==> src/rtl/blru_pkg.sv <==
// Purpose: Shared constants and opcode type for the bitwise logic and rotate unit.
// Assumes: One clock, synchronous active-high reset.
// Notes:   Opcodes are one-hot so that a single stuck or doubled bit reads as illegal.
package blru_pkg;

    // ==========================================================
    // Widths
    localparam int WORD_W = 16;
    localparam int DWORD_W = 32;
    localparam int RING_W = 17;
    localparam int CNT16_W = 4;
    localparam int CNT17_W = 5;
    localparam logic [CNT17_W-1:0] RING_LEN = 5'h11;

    // ==========================================================
    // Reset values
    localparam logic [WORD_W-1:0] DST_RST = 16'h0000;
    localparam logic CARRY_RST = 1'b0;

    // ==========================================================
    // Operation select
    typedef enum logic [10:0] {
        OP_WORD_AND = 11'h001,
        OP_WORD_OR = 11'h002,
        OP_WORD_XOR = 11'h004,
        OP_WORD_NOT = 11'h008,
        OP_DWORD_AND = 11'h010,
        OP_DWORD_OR = 11'h020,
        OP_DWORD_XOR = 11'h040,
        OP_DWORD_NOT = 11'h080,
        OP_ROTATE_RIGHT = 11'h100,
        OP_ROTATE_LEFT = 11'h200,
        OP_ROTATE_RIGHT_CARRY = 11'h400
    } blru_op_t;

endpackage

==> src/rtl/blru_unit.sv <==
// Purpose: Word and double-word bitwise logic plus 16-bit rotates with a carry flag.
// Assumes: Sequencer holds operands steady in the cycle power_flow_en is high.
// Notes:   Result appears one cycle after the enabled request; no back-pressure.
`timescale 1ns/1ps

module blru_unit (
    // Clock and reset
    input wire logic clk,
    input wire logic rst,
    // Request from sequencer
    input wire logic power_flow_en,
    input wire blru_pkg::blru_op_t op_sel,
    input wire logic [15:0] src1_lo,
    input wire logic [15:0] src1_hi,
    input wire logic [15:0] src2_lo,
    input wire logic [15:0] src2_hi,
    input wire logic [15:0] rotate_count,
    // Result
    output logic [15:0] dst_lo,
    output logic [15:0] dst_hi,
    output logic carry_flag,
    output logic result_valid
);

    // ==========================================================
    // State
    logic [blru_pkg::WORD_W-1:0] dst_lo_r;
    logic [blru_pkg::WORD_W-1:0] dst_hi_r;
    logic carry_r;
    logic valid_r;
    logic [blru_pkg::WORD_W-1:0] lo_nxt;
    logic [blru_pkg::WORD_W-1:0] hi_nxt;
    logic carry_nxt;
    logic legal_op;

    // ==========================================================
    // Operation decode
    always_comb begin
        logic [blru_pkg::DWORD_W-1:0] dbl;
        logic [2*blru_pkg::RING_W-1:0] ring2;
        logic [blru_pkg::CNT16_W-1:0] n16;
        logic [blru_pkg::CNT17_W-1:0] n17;
        dbl = {src1_lo, src1_lo};
        ring2 = {carry_r, src1_lo, carry_r, src1_lo};
        n16 = rotate_count[blru_pkg::CNT16_W-1:0];
        // Count relies on being non-negative; taken unsigned
        n17 = blru_pkg::CNT17_W'(rotate_count % 16'(blru_pkg::RING_LEN));
        lo_nxt = dst_lo_r;
        hi_nxt = dst_hi_r;
        carry_nxt = carry_r;
        legal_op = 1'b1;
        unique case (op_sel)
            blru_pkg::OP_WORD_AND: begin
                lo_nxt = src1_lo & src2_lo;
            end
            blru_pkg::OP_WORD_OR: begin
                lo_nxt = src1_lo | src2_lo;
            end
            blru_pkg::OP_WORD_XOR: begin
                lo_nxt = src1_lo ^ src2_lo;
            end
            blru_pkg::OP_WORD_NOT: begin
                lo_nxt = ~src1_lo;
            end
            blru_pkg::OP_DWORD_AND: begin
                lo_nxt = src1_lo & src2_lo;
                hi_nxt = src1_hi & src2_hi;
            end
            blru_pkg::OP_DWORD_OR: begin
                lo_nxt = src1_lo | src2_lo;
                hi_nxt = src1_hi | src2_hi;
            end
            blru_pkg::OP_DWORD_XOR: begin
                lo_nxt = src1_lo ^ src2_lo;
                hi_nxt = src1_hi ^ src2_hi;
            end
            blru_pkg::OP_DWORD_NOT: begin
                lo_nxt = ~src1_lo;
                hi_nxt = ~src1_hi;
            end
            blru_pkg::OP_ROTATE_RIGHT: begin
                lo_nxt = 16'(dbl >> n16);
                // A full-turn count moves nothing, so carry holds
                if (n16 != '0) begin
                    carry_nxt = lo_nxt[blru_pkg::WORD_W-1];
                end
            end
            blru_pkg::OP_ROTATE_LEFT: begin
                // Upper half of the shifted doubled word is the left rotate
                lo_nxt = 16'((dbl << n16) >> blru_pkg::WORD_W);
                if (n16 != '0) begin
                    carry_nxt = lo_nxt[0];
                end
            end
            blru_pkg::OP_ROTATE_RIGHT_CARRY: begin
                ring2 = ring2 >> n17;
                lo_nxt = ring2[blru_pkg::WORD_W-1:0];
                carry_nxt = ring2[blru_pkg::WORD_W];
            end
            default: begin
                // Illegal code: treated as no operation
                legal_op = 1'b0;
            end
        endcase
    end

    // ==========================================================
    // Destination registers
    always_ff @(posedge clk) begin
        if (rst) begin
            dst_lo_r <= blru_pkg::DST_RST;
            dst_hi_r <= blru_pkg::DST_RST;
        end else if (power_flow_en && legal_op) begin
            dst_lo_r <= lo_nxt;
            dst_hi_r <= hi_nxt;
        end
    end

    // ==========================================================
    // Carry flag
    always_ff @(posedge clk) begin
        if (rst) begin
            carry_r <= blru_pkg::CARRY_RST;
        end else if (power_flow_en && legal_op) begin
            carry_r <= carry_nxt;
        end
    end

    // ==========================================================
    // Completion pulse
    always_ff @(posedge clk) begin
        if (rst) begin
            valid_r <= 1'b0;
        end else begin
            valid_r <= power_flow_en && legal_op;
        end
    end

    assign dst_lo = dst_lo_r;
    assign dst_hi = dst_hi_r;
    assign carry_flag = carry_r;
    assign result_valid = valid_r;

    logic is_logic_op;
    assign is_logic_op = !(op_sel inside {blru_pkg::OP_ROTATE_RIGHT,
        blru_pkg::OP_ROTATE_LEFT, blru_pkg::OP_ROTATE_RIGHT_CARRY});
endmodule

==> config.mk <==
export PLATFORM = sky130hd
export DESIGN_NAME = blru_unit
export DESIGN_NICKNAME = d
export VERILOG_FILES = /design/src/rtl/blru_pkg.sv /design/src/rtl/blru_unit.sv
export SDC_FILE = /design/constraint.sdc
export NUM_CORES = 1
export LEC_CHECK = 0
export BUFFER_PORTS_ARGS = -buffer_cell sky130_fd_sc_hd__buf_2
export CAP_MARGIN = 20
export CELL_PAD_IN_SITES_DETAIL_PLACEMENT = 1
export CELL_PAD_IN_SITES_GLOBAL_PLACEMENT = 2
export CORE_MARGIN = 1.5
export CORE_UTILIZATION = 37
export DETAILED_ROUTE_END_ITERATION = 10
export PLACE_DENSITY_LB_ADDON = 0.1
export SLEW_MARGIN = 0
export SYNTH_ARGS = -nofsm -noshare
export SYNTH_HDL_FRONTEND = slang
export SYNTH_SLANG_ARGS = --single-unit
==> constraint.sdc <==
create_clock -name clk -period 26.1 [get_ports clk]
set_clock_uncertainty 0.05 [all_clocks]
set_input_delay 0 -clock clk [delete_from_list [all_inputs] [get_ports clk]]
set_output_delay 0 -clock clk [all_outputs]
set_load 0.01 [all_outputs]
**Yosys cells after proc, flatten, opt, wreduce, memory -nomap -nowiden**

Index checks and enable logic that the tools add are counted.

- Register bits: 34
- Bits of input ports: 94
- Output and inout bits: 34
- Logic and storage cells: 48

- Divide/modulo/power cells: 1
- Eq/ne operators: 13
- Shifts and indexed selects: 3
- Multiplexer cells: 6
- Bitwise logic cells: 8
- Reductions and logical operators: 13

Operator list:

| operator | number |
|---|---|
| 16-bit one-hot mux with 7 select lines | 1 |
| 16-bit one-hot mux with 4 select lines | 1 |
| 34-bit by 5-bit >> shifter with 17-bit output | 1 |
| 16-bit bitwise AND | 2 |
| 16-bit NOT | 2 |
| 16-bit bitwise OR | 2 |
| 32-bit by 4-bit left shift with 32-bit output | 1 |
| 32-bit by 4-bit >> shifter with 16-bit output | 1 |
| 16-bit XOR | 2 |
| 16-bit by 5-bit modulo with 16-bit output (second input constant) | 1 |
| 11-bit by 1-bit equality test with 1-bit output (second input constant) | 1 |
| 11-bit by 10-bit equality test with 1-bit output (second input constant) | 1 |
| 11-bit equality test (second input constant) | 1 |
| 11-bit by 2-bit equality test with 1-bit output (second input constant) | 1 |
| 11-bit by 3-bit equality test with 1-bit output (second input constant) | 1 |
| 11-bit by 4-bit equality test with 1-bit output (second input constant) | 1 |
| 11-bit by 5-bit equality test with 1-bit output (second input constant) | 1 |
| 11-bit by 6-bit equality test with 1-bit output (second input constant) | 1 |
| 11-bit by 7-bit equality test with 1-bit output (second input constant) | 1 |
| 11-bit by 8-bit equality test with 1-bit output (second input constant) | 1 |
| 11-bit by 9-bit equality test with 1-bit output (second input constant) | 1 |
| 11-bit OR reduction | 1 |
| 4-bit nonzero test | 2 |
| 2-bit OR reduction | 4 |
| 8 further kinds | 12 |

**Logic depth before layout (Yosys ltp)**

- Depth in word-level cells: 5
- Gate-level depth with buffers: 39
- Depth with buffers taken out: 35

**Least setup slack after synthesis**

Ideal clock, no wire load.

- Kind: input to register
- Start point: input rotate_count[12]
- End point: register dst_lo_r (netlist bit dst_lo[7])
- Setup time: 0.139 ns
- Data arrival time: 8.467 ns
- Required time: 25.911 ns
- Path slack: 17.443 ns
- Stages on the path: 33
- Path buffers: 1
- Cells stage by stage: buf_2 > or3_1 > o2bb2ai_1 > or3_4 > a2111oi_4 > o31ai_2 > mux2_4 > a31oi_1 > o211ai_1 > mux2i_4 > nor2_1 > nor4_4 > nand3_2 > a211o_1 > o32ai_2 > o211ai_1 > a21boi_1 > nor2_1 > ha_1 > or3_1 > or3_4 > a21oi_2 > xnor2_1 > inv_2 > ha_1 > o211ai_2 > nand3b_1 > a31oi_1 > mux2_2 > a211oi_1 > a211oi_1 > a2111oi_0 > o32ai_1

- Cells in the longest elaborated chain, start to end: 3

RTL lines:

| item | line | source |
|---|---|---|
| start, declared | blru_unit.sv:17 | `input wire logic [15:0] rotate_count,` |
| 16-bit by 5-bit modulo with 16-bit output | blru_unit.sv:47 | `n17 = blru_pkg::CNT17_W'(rotate_count % 16'(blru_pkg::RING_LEN));` |
| 34-bit by 5-bit >> shifter with 17-bit output | blru_unit.sv:96 | `ring2 = ring2 >> n17;` |
| 16-bit one-hot mux with 7 select lines | blru_unit.sv:52 | `unique case (op_sel)` |
| end signal, assigned | blru_unit.sv:111 | `dst_lo_r <= blru_pkg::DST_RST;` |
| end signal, assigned | blru_unit.sv:114 | `dst_lo_r <= lo_nxt;` |
| end, declared | blru_unit.sv:27 | `logic [blru_pkg::WORD_W-1:0] dst_lo_r;` |

No other way between the ends.
A chain may end at the register's enable or synchronous reset.

**Worst setup path after layout**

- Start point: input rotate_count[15]
- End point: register dst_lo_r (netlist bit dst_lo[5])

Same word-level chain as after synthesis.

==> impl_metrics.csv <==
group,metric,value,unit
status,status,"finished clean",
cells_and_area,final_common_cell,"nand2_1",
timing,report.final.slew_viol_count,0,
detailed_routing,vias,10400,
worst_setup_path,cp_num_buf_inv,2,
synthesis,netlist.area_leader.share,0.0936,
placed_design,place_congestion,0.896,
synthesis,netlist_area,9090,um^2
placed_design,place_hpwl,28200,um
global_route,grt_pass1_vias,10200,
worst_setup_path,arrival,10.56,ns
worst_setup_path,cpMostUsedCell,"a31oi_1",
synthesis,synth_nets,1410,
cells_and_area,area_growth_syn_to_layout,10.6,%
worst_setup_path,cp-end-kind,"flip-flop",
worst_setup_path,r2r_slack,23.05,ns
clock_tree,cts_sinks,34,
cells_and_area,layout.area.seq,681,um^2
clock_tree,cts_tree,"yes",
floorplanning,core,24200,um^2
timing,fin_crit_sh,0.399,
worst_setup_path,startpoint_type,"input pin",
floorplanning,die_h,160,um
placed_design,pre_cts_slack,15.63,ns
worst_setup_path,cp_slowest_stage_delay,0.66,ns
min_path,holdPathEnd,"dst_lo[12]$_SDFFE_PP0P_",
detailed_routing,wl_per_cell,22.3,um
detailed_routing,vias_per_cell,6.36,
cells_and_area,multiInputGateArea,7780,um^2
min_path,hp-start,"power_flow_en",
job,maxCapViolations,0,
cells_and_area,final_cell_area,10100,um^2
synthesis,synth_area_per_cell,7.29,um^2
cells_and_area,fill_cells,3123,
placed_design,dpl_cell_area,9920,um^2
clock_tree,post_cts_buffers,0,
timing,fmax,96.0,MHz
power,power.leakage,4.19,nW
power,power_density,119,nW/um^2
floorplanning,initial_utilization,0.375,
global_route,track_usage,0.280,
worst_setup_path,crit_type,"input pin to flip-flop",
synthesis,synth_area_leader_cell,"ha_1",
timing,fin_crit,10.41,ns
timing,worst_slew_pin_slew,1.08,ns
synthesis,synthTopCellsByArea,"ha_1 (9.4%), dfxtp_1 (7.5%), mux4_2 (7.4%)",
global_route,grt_pass1_wl,57500,um
power,p_total,1.19,mW
detailed_routing,ant_nets,0,
worst_setup_path,r2r_cells,9,
floorplanning,fp.dieW,160,um
worst_setup_path,worst-path-max-fanout,19,
synthesis,synth-seq-area-share,0.0748,
global_route,grt_max_degree,56,
clock_tree,clk_latency,0.28,ns
detailed_routing,routed_wl,36500,um
clock_tree,cts_inserted_buffers,5,
timing,finalHoldViolCount,0,
clock_tree,clk_pin_slew,0.06,ns
synthesis,synth_edf_count,0,
synthesis,synthCells,1248,
timing,setup_tns,0,ns
timing,slew-limit-headroom,0.278,
min_path,holdPathStages,3,
cells_and_area,final_nets,1477,
clock_tree,htree_levels,2,
cells_and_area,mostFrequentLayoutCells,"nand2_1 (146), buf_2 (127), nor2_1 (110)",
global_route,grt_antenna_before_repair,3,
power,ir_worst_vdd,0.000110,V
detailed_routing,drt_pre_antenna_iters,7,
synthesis,synthDistinctLibCells,109,
synthesis,synth_flop_cell,"dfxtp_1",
clock_tree,postCtsResizedCells,0,
worst_setup_path,cp_top_family,"compound AO/OA/AOI/OAI gates",
floorplanning,num_io_pins,128,
cells_and_area,fin_util,0.415,
placed_design,io_buffer_count,127,
worst_setup_path,slowest_stage,"or2_1",
timing,setup_viol,0,
clock_tree,clockRootBuffer,"clkbuf_16",
timing,rsz0062_at_grt,"false",
floorplanning,fp-row-count,57,
min_path,hold_class,"input pin to flip-flop",
clock_tree,cts_max_path_buffers,2,
detailed_routing,drc,0,
floorplanning,dieArea,25500,um^2
clock_tree,holdBufCountCts,0,
worst_setup_path,rr_endpoint,"dst_lo[5]$_SDFFE_PP0P_",
synthesis,async_reset_ff_frac,0,
timing,fin_ws,15.69,ns
synthesis,yosys_warnings,0,
global_route,grt-ovfl-total,0,
detailed_routing,drt-initial-drc-count,701,
worst_setup_path,worstReg2RegStart,"carry_flag$_SDFFE_PP0P_",
cells_and_area,drive_above_1_share,0.200,
synthesis,synth_seq_cells,34,
worst_setup_path,crit_required,26.24,ns
## final cells by class
| class | instances | share of cell area |
|---|---|---|
| Sequential cell | 34 | 0.0677 |
| Clock inverter | 2 | 0.000995 |
| Multi-Input combinational cell | 1049 | 0.773 |
| Inverter | 85 | 0.0317 |
| Timing Repair Buffer | 140 | 0.0729 |
| Antenna cell | 2 | 0.000498 |
| Clock buffer | 5 | 0.0124 |
| Tap cell | 324 | 0.0403 |
## worst max path at each step
stage | start | endpoint | slack [ns] | depth (start not counted)
floorplan | rotate_count[12] | dst_lo[7]$_SDFFE_PP0P_ | 17.44 | 33
global placement | rotate_count[15] | dst_lo[4]$_SDFFE_PP0P_ | 15.78 | 34
detailed placement | rotate_count[10] | dst_lo[2]$_SDFFE_PP0P_ | 15.63 | 34
CTS | rotate_count[10] | dst_lo[4]$_SDFFE_PP0P_ | 15.88 | 34
global route | rotate_count[10] | dst_lo[4]$_SDFFE_PP0P_ | 14.81 | 34
finish | rotate_count[15] | dst_lo[5]$_SDFFE_PP0P_ | 15.69 | 34
## where the power goes
part / leakage (nW) / internal [mW] / total (mW) / switching (mW)
Combinational: 3.85 / 0.378 / 1.08 / 0.706
Sequential: 0.274 / 0.0520 / 0.0521 / 0.0000677
Clock: 0.0694 / 0.0345 / 0.0573 / 0.0228
## state kept, by name (all words and copies together), names as in the netlist
name	flops
result_valid	1
carry_flag	1
dst_hi	16
dst_lo	16
## kinds of logic (layout without fill, tap and decap cells)
group / Yosys count / in the layout / synth area share
adder cells (fa/ha/maj): 69 / 69 / 0.0947
flip-flops: 34 / 34 / 0.0748
buffers and inverters: 165 / 232 / 0.0725
other: 0 / 2 / 0
AO/OA/AOI/OAI: 426 / 426 / 0.343
XOR/XNOR: 13 / 13 / 0.0133
multiplexers: 107 / 107 / 0.165
AND/OR/NAND/NOR: 434 / 434 / 0.237
## cells in the mapped netlist (all sizes together) (33+ instances only)
cell and number:
clkbuf 54, nor2 110, nand2 147, nand3 34
nor3 33, dfxtp 34, ha 68, o21ai 82
inv 84, mux2i 61, a21oi 66, o211ai 40
## worst min-delay path, delay by kind of cell
kind,cells,cell delay (ns)
AO/OA/AOI/OAI,1,0.11
AND/OR/NAND/NOR,1,0.08
buffers and inverters,1,0.15
## metal layers
metal / up-vias / part of all wire / GRT usage
li1: 4908 / - / -
met5: - / 0.00033 / 0
met4: 2 / 0.040 / 0.111
met1: 5113 / 0.44 / 0.368
met2: 330 / 0.45 / 0.454
met3: 76 / 0.065 / 0.0506
## per-stage QoR
step / hold slack (ns) / std cells
detailed placement: 0.333 / 1632
global placement: 0.337 / 1632
finish: 0.0295 / 1641
global route: 0.0537 / 1640
floorplan: 0.126 / 1248
CTS: 0.0377 / 1639
Note: power is estimated with default switching activity, not from simulation.
